===== config.mk =====
export PLATFORM = sky130hd
export DESIGN_NAME = gauge_control_subcommand_unit
export DESIGN_NICKNAME = d
export VERILOG_FILES = /design/src/hw/gauge_control_subcommand_unit.v /design/src/hw/chem_sum_unit.v
export VERILOG_INCLUDE_DIRS = /design/src /design/src/include
export SDC_FILE = /design/constraint.sdc
export NUM_CORES = 1
export LEC_CHECK = 0
export ABC_AREA = 1
export BUFFER_PORTS_ARGS = -buffer_cell sky130_fd_sc_hd__buf_2
export CORE_MARGIN = 5
export CORE_UTILIZATION = 50
export CTS_CLUSTER_SIZE = 20
export DETAILED_ROUTE_END_ITERATION = 7
export HOLD_SLACK_MARGIN = 0.1
export PLACE_DENSITY = 0.8
export REMOVE_ABC_BUFFERS = 1
export SETUP_SLACK_MARGIN = 0.1
export SYNTH_ARGS = -nofsm -noshare
export SYNTH_HDL_FRONTEND = slang
export SYNTH_SLANG_ARGS = --single-unit

===== constraint.sdc =====
create_clock -name clock_i -period 4 [get_ports clock_i]
set_input_delay 0.2 -clock clock_i [delete_from_list [all_inputs] [get_ports clock_i]]
set_output_delay 0.2 -clock clock_i [all_outputs]
set_load 0.05 [all_outputs]

===== src/include/gauge_ctl_consts.vh =====
// Constants for the gauge control subcommand unit
`ifndef GAUGE_CTL_CONSTS_VH
`define GAUGE_CTL_CONSTS_VH
// Command code addresses of the control word
`define CTL_ADDR_LO        8'h00
`define CTL_ADDR_HI        8'h01
// Subcommand codes
`define SC_STATUS          16'h0000
`define SC_TYPE            16'h0001
`define SC_FW_REV          16'h0002
`define SC_HW_REV          16'h0003
`define SC_RESET_COUNT     16'h0005
`define SC_LAST_SUB        16'h0007
`define SC_CHEM_CODE       16'h0008
`define SC_BOARD_CAL       16'h0009
`define SC_CNT_CAL         16'h000a
`define SC_CNT_STORE       16'h000b
`define SC_FLASH_REV       16'h000c
`define SC_DEEP_SLEEP      16'h0010
`define SC_CHEM_SUM        16'h0017
`define SC_CURRENT         16'h0018
`define SC_LOCK            16'h0020
`define SC_ALG_START       16'h0021
`define SC_CAL_TOGGLE      16'h002d
`define SC_FULL_RESET      16'h0041
`define SC_CAL_EXIT        16'h0080
`define SC_CAL_ENTER       16'h0081
`define SC_CAL_OFFSET      16'h0082
// Limit on the reported last subcommand
`define LAST_SUB_LIMIT     16'h0020
// Status word bit positions
`define ST_FULL_LOCK       14
`define ST_LOCKED          13
`define ST_CAL_ACTIVE      12
`define ST_CNT_CAL         11
`define ST_BOARD_CAL       10
`define ST_SUM_VALID       9
`define ST_DEEP_SLEEP      5
`define ST_SLEEP           4
`define ST_POWER_MODE      3
`define ST_RES_UPD_DIS     2
`define ST_VOLT_OK         1
`define ST_CAP_UPD_EN      0
// Update state bit set by algorithm start
`define UPD_ALG_BIT        2
// Wake stretch time in microseconds and its cycle count at 25 MHz
`define CLK_MHZ            25
`define WAKE_MIN_US        6000
`define WAKE_CYCLES        (`WAKE_MIN_US * `CLK_MHZ)
// Length of the static chemistry table
`define CHEM_WORDS         16
`define CHEM_IDX_W         4
`endif


===== src/hw/gauge_control_subcommand_unit.v =====
// Control subcommand interpreter of the fuel gauge
// What this block does
// - Locked state allows only read-only query subcommands
// - Status subcommand returns the control-status word
// - High byte holds lock, calibration, checksum flags
// - Low byte holds sleep, power, update flags
// - Calibration and deep sleep flags reset to zero; power-mode flag follows its input
// - Type, firmware, hardware version queries answer
// - Reset count query, unlocked only
// - Last subcommand query, value kept below limit
// - Chemistry code and flash version queries
// - Board calibration runs with its flag set
// - Counter calibration with flag; store saves offset
// - Deep sleep arm sets deep sleep flag
// - Deep sleep wake stretches first message on two-wire link, drops it on single-wire
// - Traffic in deep sleep returns to sleep
// - Chemistry sum is fifteen bit masked sum
// - Sum top bit marks reference mismatch
// - Current query allowed in both states
// - Lock subcommand enters locked access state
// - Algorithm start sets update bit and flags
// - Voltage flag follows; capacity enable stays set
// - Calibration toggle; offset query in calibration
// - Full reset subcommand refused when locked
// - Enter and exit calibration drive the flag
// - Each access is two serial transfers
`timescale 1ns/1ns
`default_nettype none
`include "gauge_ctl_consts.vh"
module gauge_control_subcommand_unit #(
    parameter [15:0] TYPE_CODE  = 16'h1234, // Arbitrary identity value
    parameter [15:0] FW_REV     = 16'h0101, // Arbitrary firmware revision
    parameter [15:0] HW_REV     = 16'h0001, // Arbitrary hardware revision
    parameter [15:0] CHEM_CODE  = 16'h0100, // Plain default chemistry code
    parameter [15:0] FLASH_REV  = 16'h0001, // Plain default flash version
    parameter [31:0] WAKE_COUNT = `WAKE_CYCLES
) (
    input  wire        clock_i,
    input  wire        rst_n_i,
    input  wire        wr_i,          // Host byte write strobe
    input  wire        rd_i,          // Host byte read strobe
    input  wire [7:0]  addr_i,        // Command code address
    input  wire [7:0]  wdata_i,       // Host write byte
    output reg  [7:0]  rdata_o,       // Host read byte
    output wire        stretch_o,     // Hold the link clock low
    output wire        drop_o,        // Single-wire message discarded
    input  wire        link_sel_i,    // 1 = single-wire link in use
    input  wire        sleep_i,       // Device is in sleep state
    input  wire        volt_ok_i,     // Voltages suit capacity update
    input  wire        res_upd_dis_i, // Resistance updates disabled
    input  wire        power_mode_i,  // Constant-power mode selected
    input  wire [15:0] current_i,     // Latest instantaneous current
    input  wire [15:0] offset_i,      // Measured counter offset
    input  wire [15:0] chem_word_i,   // Chemistry table word
    input  wire [15:0] chem_ref_i,    // Stored chemistry reference
    input  wire        cal_done_i,    // Calibration measurement finished
    output wire [`CHEM_IDX_W-1:0] chem_idx_o,
    output reg         board_cal_o,   // Board calibration running
    output reg         cnt_cal_o,     // Counter calibration running
    output reg         offset_store_o,// Pulse: save counter offset
    output reg         full_reset_o,  // Pulse: whole-device reset
    output reg         deep_sleep_o,  // Deep sleep power mode active
    output reg  [7:0]  update_state_o // Update state value
);
    reg [7:0]  sub_lo_q;       // Low subcommand byte pending
    reg [15:0] result_q;       // Word returned at the control addresses
    reg [15:0] last_sub_q;     // Previously written subcommand
    reg [15:0] reset_cnt_q;    // Number of resets performed
    reg        locked_q;       // Locked access state
    reg        full_lock_q;    // Full-access locked state
    reg        cal_active_q;   // Calibration mode
    reg        sum_valid_q;    // Checksum generated
    reg        deep_arm_q;     // Deep sleep armed
    reg        cap_en_q;       // Capacity update enable, sticky
    reg        alg_on_q;       // Algorithm running
    reg        sum_pend_q;     // Chemistry sum result awaited
    reg        waking_q;       // Oscillator restart under way
    reg [31:0] wake_cnt_q;     // Restart countdown
    reg        dropped_q;      // First single-wire message already dropped
    wire [15:0] status_word;   // Assembled status word
    wire [15:0] sub_word;      // Complete subcommand on high byte write
    wire        sub_wr;        // High byte write completes subcommand
    wire        any_access;    // Any host traffic
    wire        allowed;       // Subcommand permitted now
    wire        sum_busy;
    wire        sum_done;
    wire [15:0] sum_result;
    reg         sum_start;
    reg         is_query;      // Locked-state permitted subcommands

    // Status word assembly; unused bits read zero
    assign status_word = {1'b0, full_lock_q, locked_q, cal_active_q,
                          cnt_cal_o, board_cal_o, sum_valid_q, 1'b0,
                          2'b00, deep_arm_q, sleep_i, power_mode_i,
                          res_upd_dis_i, volt_ok_i & alg_on_q, cap_en_q};

    // Low byte then high byte form the subcommand; two transfers per access
    assign sub_wr     = wr_i && (addr_i == `CTL_ADDR_HI);
    assign sub_word   = {wdata_i, sub_lo_q};
    assign any_access = wr_i || rd_i;
    assign stretch_o  = waking_q && !link_sel_i;
    assign drop_o     = waking_q && link_sel_i && !dropped_q;

    // Which subcommands survive the locked state
    always @* begin
        case (sub_word)
            `SC_STATUS, `SC_TYPE, `SC_FW_REV, `SC_HW_REV, `SC_CHEM_CODE,
            `SC_FLASH_REV, `SC_CHEM_SUM, `SC_CURRENT: is_query = 1'b1;
            default: is_query = 1'b0;
        endcase
    end

    // Anything else needs the unlocked state; refused writes change nothing
    assign allowed = !locked_q || is_query;

    // A sum starts only when an allowed checksum subcommand arrives
    always @* begin
        sum_start = sub_wr && !waking_q && !deep_sleep_o && allowed && (sub_word == `SC_CHEM_SUM);
    end

    chem_sum_unit u_sum (
        .clock_i  (clock_i),
        .rst_n_i  (rst_n_i),
        .start_i  (sum_start),
        .word_i   (chem_word_i),
        .ref_i    (chem_ref_i),
        .idx_o    (chem_idx_o),
        .busy_o   (sum_busy),
        .done_o   (sum_done),
        .result_o (sum_result)
    );

    // Read data: both addresses show the result word
    always @(posedge clock_i) begin
        if (!rst_n_i) begin
            rdata_o <= 8'h00;
        end else if (rd_i && addr_i == `CTL_ADDR_LO) begin
            rdata_o <= result_q[7:0];
        end else if (rd_i && addr_i == `CTL_ADDR_HI) begin
            rdata_o <= result_q[15:8];
        end
    end

    // Reset counter survives the full-reset pulse it counts
    always @(posedge clock_i) begin
        if (!rst_n_i) begin
            reset_cnt_q <= 16'h0000;
        end else if (full_reset_o) begin
            reset_cnt_q <= reset_cnt_q + 16'h0001;
        end
    end

    // Deep sleep wake: oscillator restart window
    always @(posedge clock_i) begin
        if (!rst_n_i) begin
            waking_q   <= 1'b0;
            wake_cnt_q <= 32'h0000_0000;
            dropped_q  <= 1'b0;
        end else if (deep_sleep_o && any_access) begin
            // First message after deep sleep starts the restart
            waking_q   <= 1'b1;
            wake_cnt_q <= WAKE_COUNT;
            dropped_q  <= 1'b0;
        end else if (waking_q) begin
            if (link_sel_i && any_access) begin
                dropped_q <= 1'b1;
            end
            if (wake_cnt_q <= 32'h0000_0001) begin
                waking_q <= 1'b0;
            end else begin
                wake_cnt_q <= wake_cnt_q - 32'h0000_0001;
            end
        end
    end

    // Main interpreter
    always @(posedge clock_i) begin
        if (!rst_n_i) begin
            sub_lo_q       <= 8'h00;
            result_q       <= 16'h0000;
            last_sub_q     <= 16'h0000;
            locked_q       <= 1'b0;
            full_lock_q    <= 1'b0;
            cal_active_q   <= 1'b0;
            sum_valid_q    <= 1'b0;
            deep_arm_q     <= 1'b0;
            deep_sleep_o   <= 1'b0;
            cap_en_q       <= 1'b0;
            alg_on_q       <= 1'b0;
            sum_pend_q     <= 1'b0;
            board_cal_o    <= 1'b0;
            cnt_cal_o      <= 1'b0;
            offset_store_o <= 1'b0;
            full_reset_o   <= 1'b0;
            update_state_o <= 8'h00;
        end else begin
            offset_store_o <= 1'b0;
            full_reset_o   <= 1'b0;
            // Calibration runs end when the measurement reports done
            if (cal_done_i) begin
                board_cal_o <= 1'b0;
                cnt_cal_o   <= 1'b0;
            end
            // Deep sleep entered once armed and the sleep state is seen
            if (deep_arm_q && sleep_i && !any_access) begin
                deep_sleep_o <= 1'b1;
            end
            // Host traffic ends deep sleep and clears the flag
            if (deep_sleep_o && any_access) begin
                deep_sleep_o <= 1'b0;
                deep_arm_q   <= 1'b0;
            end
            // Checksum answer lands in the result word
            if (sum_done && sum_pend_q) begin
                result_q    <= sum_result;
                sum_valid_q <= 1'b1;
                sum_pend_q  <= 1'b0;
            end
            if (wr_i && addr_i == `CTL_ADDR_LO && !waking_q && !deep_sleep_o) begin
                sub_lo_q <= wdata_i;
            end
            // Writes during restart are not taken
            if (sub_wr && !waking_q && !deep_sleep_o && allowed) begin
                if (sub_word < `LAST_SUB_LIMIT) begin
                    last_sub_q <= sub_word;
                end
                case (sub_word)
                    `SC_STATUS:      result_q <= status_word;
                    `SC_TYPE:        result_q <= TYPE_CODE;
                    `SC_FW_REV:      result_q <= FW_REV;
                    `SC_HW_REV:      result_q <= HW_REV;
                    `SC_RESET_COUNT: result_q <= reset_cnt_q;
                    `SC_LAST_SUB:    result_q <= last_sub_q;
                    `SC_CHEM_CODE:   result_q <= CHEM_CODE;
                    `SC_FLASH_REV:   result_q <= FLASH_REV;
                    `SC_BOARD_CAL:   board_cal_o <= 1'b1;
                    `SC_CNT_CAL:     cnt_cal_o <= 1'b1;
                    `SC_CNT_STORE:   offset_store_o <= 1'b1;
                    `SC_DEEP_SLEEP:  deep_arm_q <= 1'b1;
                    `SC_CHEM_SUM:    sum_pend_q <= 1'b1;
                    `SC_CURRENT:     result_q <= current_i;
                    `SC_LOCK: begin
                        locked_q    <= 1'b1;
                        full_lock_q <= 1'b1;
                    end
                    `SC_ALG_START: begin
                        alg_on_q <= 1'b1;
                        cap_en_q <= 1'b1;
                        update_state_o[`UPD_ALG_BIT] <= 1'b1;
                    end
                    `SC_CAL_TOGGLE:  cal_active_q <= !cal_active_q;
                    `SC_CAL_OFFSET: begin
                        if (cal_active_q) begin
                            result_q <= offset_i;
                        end
                    end
                    `SC_FULL_RESET:  full_reset_o <= 1'b1;
                    `SC_CAL_EXIT:    cal_active_q <= 1'b0;
                    `SC_CAL_ENTER:   cal_active_q <= 1'b1;
                    default: begin
                        // Unknown codes below the limit only update the last subcommand
                        result_q <= result_q;
                    end
                endcase
            end
        end
    end
endmodule // gauge_control_subcommand_unit
`default_nettype wire


===== src/hw/chem_sum_unit.v =====
// Sums the static chemistry table and checks it against the stored reference
`timescale 1ns/1ns
`default_nettype none
`include "gauge_ctl_consts.vh"
module chem_sum_unit (
    input  wire        clock_i,
    input  wire        rst_n_i,
    input  wire        start_i,
    input  wire [15:0] word_i,
    input  wire [15:0] ref_i,
    output wire [`CHEM_IDX_W-1:0] idx_o,
    output reg         busy_o,
    output reg         done_o,
    output reg  [15:0] result_o
);
    reg [15:0]             acc_q;    // Running 16-bit unsigned sum
    reg [`CHEM_IDX_W-1:0]  idx_q;    // Table index being added
    wire [15:0]            acc_next; // Sum including current word
    wire [14:0]            sum15;    // Sum with top bit masked

    assign idx_o    = idx_q;
    assign acc_next = acc_q + word_i;
    assign sum15    = acc_next[14:0];

    // One word per cycle; the table is short so the walk is cheap
    always @(posedge clock_i) begin
        if (!rst_n_i) begin
            acc_q    <= 16'h0000;
            idx_q    <= {`CHEM_IDX_W{1'b0}};
            busy_o   <= 1'b0;
            done_o   <= 1'b0;
            result_o <= 16'h0000;
        end else begin
            done_o <= 1'b0;
            if (start_i && !busy_o) begin
                // Fresh pass
                acc_q  <= 16'h0000;
                idx_q  <= {`CHEM_IDX_W{1'b0}};
                busy_o <= 1'b1;
            end else if (busy_o) begin
                acc_q <= acc_next;
                idx_q <= idx_q + 1'b1;
                if (idx_q == `CHEM_WORDS - 1) begin
                    busy_o <= 1'b0;
                    done_o <= 1'b1;
                    // Top bit flags a mismatch against the reference
                    result_o <= {(sum15 != ref_i[14:0]), sum15};
                end
            end
        end
    end
endmodule // chem_sum_unit
`default_nettype wire


==> results of run 1 <==
==> cells by family (layout without fill, tap and decap cells) <==
group / after synthesis / count (layout) / synth area share
AND/OR/NAND/NOR: 767 / 767 / 0.367
buffers and inverters: 266 / 366 / 0.118
AO/OA/AOI/OAI: 239 / 239 / 0.144
flip-flops: 147 / 147 / 0.321
XOR/XNOR: 20 / 20 / 0.0206
adder cells (fa/ha/maj): 19 / 19 / 0.0267
multiplexers: 3 / 3 / 0.00327
other: 1 / 7 / 0.000409
==> power by group through the flow <==
| stage | logic (mW) | clock network (mW) | registers (mW) |
|---|---|---|---|
| 4_1_cts | 0.184 | 1.69 | 1.46 |
| 6_report | 0.186 | 1.68 | 1.46 |
| 5_1_grt | 0.205 | 1.76 | 1.46 |
| 3_5_place_dp | 0.180 | 0 | 1.50 |
| 2_1_floorplan | 0.0940 | 0 | 1.50 |
| 3_3_place_gp | 0.177 | 0 | 1.50 |
==> synthesized netlist by cell type, types with 10 or more instances <==
cell type / n / area [um^2]
a211oi_1: 13 / 97.6
a21oi_1: 85 / 425
buf_4: 15 / 113
clkbuf_1: 22 / 82.6
dfxtp_1: 147 / 2940
ha_1: 18 / 225
inv_1: 208 / 781
nand2_1: 351 / 1320
nand3_1: 137 / 686
nand4_1: 27 / 169
nor2_1: 173 / 649
nor3_1: 31 / 155
o21a_1: 11 / 82.6
o21ai_0: 91 / 455
o21ai_1: 14 / 70.1
xnor2_1: 10 / 87.6
==> path summary, 6_finish.rpt <==
check                           slack [ps]           from  cells after the start         endpoint
worst max-delay path                   940     wdata_i[6]                     13  u_sum.acc_q[13]
worst min-delay path                   110     wdata_i[2]                      3      sub_lo_q[2]
worst max register to register        1290    sub_lo_q[4]                     11      result_q[7]
worst min register to register         450  last_sub_q[7]                      2    last_sub_q[7]
==> layout make-up <==
type / instances / area share
clock buffer: 18 / 0.0420
clock inverter: 14 / 0.0170
inverter: 216 / 0.0775
multi-input combinational: 1055 / 0.494
sequential: 147 / 0.281
tap: 229 / 0.0274
timing repair buffer: 118 / 0.0603
==> per-stage QoR <==
step	hold WS, ps	cell area, um^2
after floorplan	298	8920
after global placement	444	9790
after global routing	137	10500
after CTS	110	10500
final	114	10500
after detailed placement	446	9790
==> per-layer routing <==
layer | GRT usage | up-vias
met1 | 0.328 | 4453
met5 | 0 | -
met2 | 0.420 | 373
li1 | - | 4898
met4 | 0.0961 | 0
met3 | 0.0455 | 53
==> sequential cells by signal, summed over array words and instances, names as in the netlist, 4 cells and up, named ones only <==
register / flops
reset_cnt_q: 16
u_sum.idx_o: 4
u_sum.result_o: 16
result_q: 16
last_sub_q: 16
rdata_o: 8
sub_lo_q: 8
u_sum.acc_q: 15
wake_cnt_q: 32
==> worst reg2reg max path: stages (launching register included) <==
cell and delay (ps):
dfxtp_1 360, inv_2 130, nand2_2 100, nor3_2 330, nand4_1 600, nand2_1 210, nor2_1 90, nand3_2 120
nand3b_4 310, nand2_1 100, a21oi_1 180, nor2_1 70
==> metrics, run 1 <==
Top Family by Delay on Critical Path=simple AND/OR/NAND/NOR gates; synth warn=0; placed insts=1,760; register area=2940 um^2; clk sink count=147; fill count=1,775; CP Max Fanout=26; syn_area_per_cell=6.27 um^2; Yosys cell types=53; switch share=0.238; Max-Cap Viols=0; status=completed; final weighted congestion in routability-driven placement=1.01; vias in the first global route=9,216; Max Clock Skew=11.4 ps; clock root cell=clkbuf_16; I/O Buffers=107; sequential-to-total area share from yosys stat=0.321; Finished Core Util=0.580; clk buf depth=2; overall power=3.33 mW; Post-Layout Cell Count=1,797; via/cell ratio=5.44; endpoint type of the worst setup path=register; unrepaired setup endpoints after global routing=false; Initial Utilization=0.509; HPWL Detailed=20.9 mm; initial antenna violation count=0; met3 wire len=2.18 mm; CTS tree=done; final worst path period share=0.765; main flop type after synthesis=dfxtp_1; most common cell after layout, fill and taps aside=nand2_1; met2 wire length=12.9 mm; crit path launch type=input pin; final worst slack=941 ps; Skew-Pair Late Insertion Delay=430 ps; Ports=117; pwr dens=319 nW/um^2; worst-margin pin slew=978 ps; drt first pass iters=6; async set-or-reset flop fraction in the synthesized netlist=0; commonest cells after routing, fill and taps aside=nand2_1 (351), inv_1 (208), nor2_1 (173); critical path arrival=3360 ps; Psw=0.795 mW; Power Internal=2.54 mW; Clock power frac=0.505; Cell Chain, Critical Path=dlygate4sd3_1 -> buf_2 -> nor2_1 -> nand2_1 -> nor2_4 -> nand2_2 -> o21ai_2 -> nand3_2 -> or2_1 -> o21ai_2 -> inv_2 -> o21ai_0 -> a21oi_1; Mapped Cells=1,462; grt total ovfl=0; slowest cell delay on critical path=540 ps; Worst Path Buf+Inv=3; Crit-path slowest cell=dlygate4sd3_1; nets@finish=1,664; post-CTS setup buffers=0; total number of vias=9,777; HP Class=in -> reg; largest net degree at the start of global routing=74; most frequent CP cell=o21ai_2; layout cells sized above 1=0.115; Detail Route Antenna Nets=0; TritonCTS buffer count=17; fmax=327 MHz; post-CTS resize count=0; Leakage=5.24 nW; # DRC=0; Comb power frac=0.056; GRT Total Usage=0.253; # rows=49; multi-input logic area=5170 um^2; Yosys reg bits=147; Flop pwr share=0.439; DR iter-0 viols=670; die width=145 um; Required @ worst endpoint=4300 ps; Max Used Layer=met4; Crit Path Category=in -> reg; Die ar.=21,100 um^2; Slew HR=0.347; Post-synth EDFFs=0; Core Area=18,000 um^2; worst vdd ir=0.307 mV; n_diodes=0; Area Growth Syn to Fin=14.1%; shortest period the worst path allows=3060 ps; final hold vios=0; CTS H-tree depth=4; Total Wirelength=27.5 mm; final setup TNS=0 ps; clk slew on worst S/H paths=70 ps; WL per Instance=15.3 um; cts hold-fix bufs=5; first-pass GRT wire length=44.3 mm; wl on met1=11.6 mm; Die H=145 um; post-place setup slack=1130 ps; synthesized area=9170 um^2; Finish-stage setup viols=0; final count of pins violating max slew=0
(Power assumes the default switching activity.)
==> run 2, diff against run 1 <==
clock period = 2.85 ns   (was 4 ns; I/O delays follow)
==> metrics, run 2 (same netlist as run 1, synthesis figures left out) <==
HP Class=in -> reg; pwr dens=435 nW/um^2; grt total ovfl=0; DR iter-0 viols=754; cts hold-fix bufs=9; Max Clock Skew=10.9 ps; CTS H-tree depth=4; R2R setup slack=370 ps; clk sink count=147; total number of vias=9,859; CP endpoint=u_sum.acc_q[4]; final worst path period share=0.881; via/cell ratio=5.43; slowest cell delay on critical path=560 ps; Crit-path slowest cell=dlygate4sd3_1; most common cell after layout, fill and taps aside=nand2_1; Slew HR=0.469; clock root cell=clkbuf_16; # rows=49; most frequent CP cell=o21ai_2; fmax=398 MHz; nets@finish=1,681; final setup TNS=0 ps; Critical Path Stages=12; CP Max Fanout=18; I/O Buffers=107; Die ar.=21,100 um^2; post-CTS setup buffers=0; final weighted congestion in routability-driven placement=1.00; endpoint type of the worst setup path=register; WL per Instance=14.8 um; Leakage=5.31 nW; Finish-stage setup viols=0; Largest Register=wake_cnt_q; Detail Route Antenna Nets=0; met1 Use GR=0.325; Critical path origin=wdata_i[7]; Initial Utilization=0.509; # DRC=0; Ports=117; Finished Core Util=0.587; worst-margin pin slew=795 ps; met3 GRT Util=0.0495; commonest cells after routing, fill and taps aside=nand2_1 (351), inv_1 (208), nor2_1 (173); worst vdd ir=0.489 mV; final count of pins violating max slew=0; initial antenna violation count=0; first-pass GRT wire length=43.1 mm; Core Area=18,000 um^2; status=completed; Top Family by Delay on Critical Path=simple AND/OR/NAND/NOR gates; die width=145 um; TritonCTS buffer count=17; Area Growth Syn to Fin=15.3%; vias in the first global route=8,916; post-CTS resize count=0; CTS tree=done; Cell Chain, Critical Path=dlygate4sd3_1 -> buf_2 -> nor2_1 -> nand2_1 -> nor2_4 -> nand2_2 -> o21ai_2 -> nand3_2 -> or2_1 -> o21ai_2 -> buf_4 -> a211oi_1; crit path launch type=input pin; Reg2Reg Capture Point=result_q[4]; global route hottest layer=met2; HPWL Detailed=20.9 mm; Skew-Pair Late Insertion Delay=440 ps; Required @ worst endpoint=3150 ps; shortest period the worst path allows=2510 ps; clk buf depth=2; Worst Reg-to-Reg Cells=12; unrepaired setup endpoints after global routing=false; GRT Total Usage=0.247; largest net degree at the start of global routing=44; n_diodes=0; number of flip-flops in the largest register=32; Worst Path Buf+Inv=3; drt first pass iters=5; critical path arrival=2810 ps; Total Wirelength=26.9 mm; layout cells sized above 1=0.122; clk slew on worst S/H paths=60 ps; Reg2Reg Launch Point=sub_lo_q[4]; Crit Path Category=in -> reg; final hold vios=0; Max-Cap Viols=0; global routing met2 resource utilization=0.398; Die H=145 um
## run 2: changes by cell type in the layout (fill, tap and decap cells not counted)
| cell | delta |
|---|---|
| clkinv_4 | -1 |
| buf_4 | +13 |
| bufinv_16 | -1 |
| clkbuf_8 | -1 |
| inv_6 | +5 |
| clkinvlp_4 | -1 |
| clkinv_2 | -1 |
| dlygate4sd3_1 | +4 |
## run 2: final cells by class
| cell class | count | area (um^2) |
|---|---|---|
| tap | 229 | 287 |
| timing repair buffer | 135 | 768 |
| fill | 1706 | 7450 |
| multi-input combinational | 1055 | 5170 |
| inverter | 216 | 811 |
| sequential | 147 | 2940 |
| clock buffer | 17 | 425 |
| clock inverter | 15 | 170 |
## run 2: power breakdown
part           switching [mW]  total [mW]  internal, mW
clock network           0.968        2.28          1.31
registers            0.000927        2.06          2.05
logic                   0.164       0.265         0.101
## run 2: worst register-to-register path: stages, from the launching register on
cell and delay, ps:
dfxtp_1 390, inv_2 100, nand2_2 120, nor2_4 80
nand2_1 110, inv_1 60, nand2_1 80, nand2_1 110
nor2_1 90, nor2b_1 640, and2_4 290, nand3b_1 140
a21oi_1 180
## run 2: metrics by stage
stage / power, mW / cell area (um^2) / hold slack, ps / std cells / setup slack, ps
after floorplan: 2.23 / 8920 / 240 / 1418 / 345
after global placement: 2.35 / 9890 / 429 / 1773 / 489
after detailed placement: 2.35 / 9890 / 441 / 1773 / 432
after CTS: 4.62 / 10600 / 102 / 1814 / 416
after global routing: 4.74 / 10600 / 146 / 1814 / 176
final: 4.60 / 10600 / 93.2 / 1814 / 340
## run 2: how the worst min path moves through the flow
stage          slack [ps]        from             end  depth (start not counted)
6_report               90  wdata_i[3]     sub_lo_q[3]                          3
5_1_grt               150  link_sel_i       dropped_q                          5
4_1_cts               100  link_sel_i       dropped_q                          5
3_5_place_dp          440  cal_done_i     board_cal_o                          4
3_3_place_gp          430  cal_done_i     board_cal_o                          4
2_1_floorplan         240     rst_n_i  wake_cnt_q[14]                          2
## run 2: per-layer routing
metal / up-vias / part of all wire
li1: 4955 / -
met1: 4458 / 0.44
met2: 383 / 0.46
met3: 63 / 0.075
met4: 0 / 0.031
met5: - / 0
==> run 3, diff against run 2 <==
clock period = 2.9 ns   (was 2.85 ns; I/O delays follow)
==> metrics, run 3 (same netlist as run 1, synthesis figures left out) <==
Flop pwr share=0.468; pwr dens=411 nW/um^2; final weighted congestion in routability-driven placement=0.983; final hold vios=0; WL per Instance=15.2 um; Worst Reg-to-Reg Cells=13; CTS H-tree depth=4; via/cell ratio=5.41; post-CTS resize count=0; Die ar.=21,100 um^2; total number of vias=9,802; fill count=1,774; initial antenna violation count=0; drt first pass iters=5; crit path launch type=register; commonest cells after routing, fill and taps aside=nand2_1 (351), inv_1 (208), nor2_1 (173); Crit Path Category=reg -> reg; clk slew on worst S/H paths=60 ps; n_diodes=0; Die H=145 um; die width=145 um; final count of pins violating max slew=0; Hold Path Depth=5; I/O Buffers=107; Area Growth Syn to Fin=14.8%; worst-margin pin slew=841 ps; status=completed; slowest cell delay on critical path=680 ps; Initial Utilization=0.509; clk buf depth=2; Finished Core Util=0.584; Leakage=5.28 nW; endpoint type of the worst setup path=register; most frequent CP cell=nand2_1; Max-Cap Viols=0; GRT Total Usage=0.256; Detail Route Antenna Nets=0; number of flip-flops in the largest register=32; clk sink count=147; Skew-Pair Late Insertion Delay=430 ps; vias in the first global route=9,109; critical path arrival=2810 ps; first-pass GRT wire length=44.9 mm; # DRC=0; HP Class=in -> reg; Psw=1.03 mW; most common cell after layout, fill and taps aside=nand2_1; final setup TNS=0 ps; HPWL Detailed=21.2 mm; Clock power frac=0.471; Reg2Reg Launch Point=sub_lo_q[4]; clock root cell=clkbuf_16; Largest Register=wake_cnt_q; register area=2940 um^2; CTS tree=done; largest net degree at the start of global routing=74; fmax=400 MHz; Crit-path slowest cell=nor2b_1; shortest period the worst path allows=2500 ps; grt total ovfl=0; CP Max Fanout=10; Total Wirelength=27.5 mm; R2R setup slack=400 ps; worst vdd ir=0.443 mV; Reg2Reg Capture Point=result_q[6]; Finish-stage setup viols=0; Power Internal=3.29 mW; switch share=0.237; post-place setup slack=478 ps; Max Clock Skew=9.42 ps; multi-input logic area=5170 um^2; DR iter-0 viols=942; TritonCTS buffer count=17; Slew HR=0.438; CP endpoint=result_q[6]; Required @ worst endpoint=3210 ps; final worst path period share=0.862; Core Area=18,000 um^2; layout cells sized above 1=0.120; Critical path origin=sub_lo_q[4]; # rows=49; Ports=117; Comb power frac=0.061; final worst slack=401 ps; Cell Chain, Critical Path=inv_2 -> nand2_2 -> nor2_4 -> nand2_1 -> inv_1 -> nand2_1 -> nand2_1 -> nor2_1 -> nor2b_1 -> and2_4 -> nor2_2 -> a21oi_1 -> nor2_1; nets@finish=1,681; unrepaired setup endpoints after global routing=false
run 3: cell types whose count changed in the layout (fill, tap and decap cells not counted), moves of 2 or more:
cell	delta
bufinv_16	-2
clkbuf_1	+2
clkbuf_8	+4
clkinv_2	+2
clkinvlp_4	+2
inv_6	-7
run 3: cell type report:
| class | count | share of cell area |
|---|---|---|
| Clock buffer | 23 | 0.0464 |
| Clock inverter | 8 | 0.00511 |
| Inverter | 216 | 0.0770 |
| Multi-Input combinational cell | 1055 | 0.491 |
| Sequential cell | 147 | 0.280 |
| Tap cell | 229 | 0.0272 |
| Timing Repair Buffer | 135 | 0.0732 |
run 3: metrics by stage:
stage	instance area [um^2]	hold WS [ps]	cells	power [mW]
6_report	10500	120	1813	4.32
3_5_place_dp	9880	437	1772	2.31
3_3_place_gp	9880	434	1772	2.31
4_1_cts	10500	102	1813	4.34
2_1_floorplan	8920	243	1418	2.20
5_1_grt	10500	122	1813	4.47
run 3: layer usage:
| layer | GRT usage | vias up | wire length, um |
|---|---|---|---|
| li1 | - | 4938 | - |
| met1 | 0.349 | 4475 | 12300 |
| met2 | 0.405 | 347 | 12500 |
| met3 | 0.0557 | 42 | 2180 |
| met4 | 0.0835 | 0 | 530 |
| met5 | 0 | - | 0 |
run 3: critical path: cells and delay by family (launching register included):
family          cells  cell delay, ps
simple gates       10            1640
buf+inv             2             170
compound gates      1             160
flops               1             420
run 3: what timing repair did:
action,CTS,global route
hold endpoints to repair,9,0
setup buffers,0,0
hold buffers,10,0
run 3: worst min path at each step:
stage	start	end	slack, ps
final	link_sel_i	dropped_q	120
after global placement	cal_done_i	board_cal_o	430
after CTS	wdata_i[0]	sub_lo_q[0]	100
after detailed placement	cal_done_i	board_cal_o	440
after global routing	wdata_i[0]	sub_lo_q[0]	120
after floorplan	rst_n_i	wake_cnt_q[14]	240
run 3: power groups by stage:
stage	clock [mW]	combinational [mW]	sequential [mW]
after floorplan	0	0.130	2.07
after global placement	0	0.247	2.07
after detailed placement	0	0.249	2.07
after CTS	2.06	0.260	2.02
after global routing	2.16	0.289	2.02
final	2.04	0.263	2.02
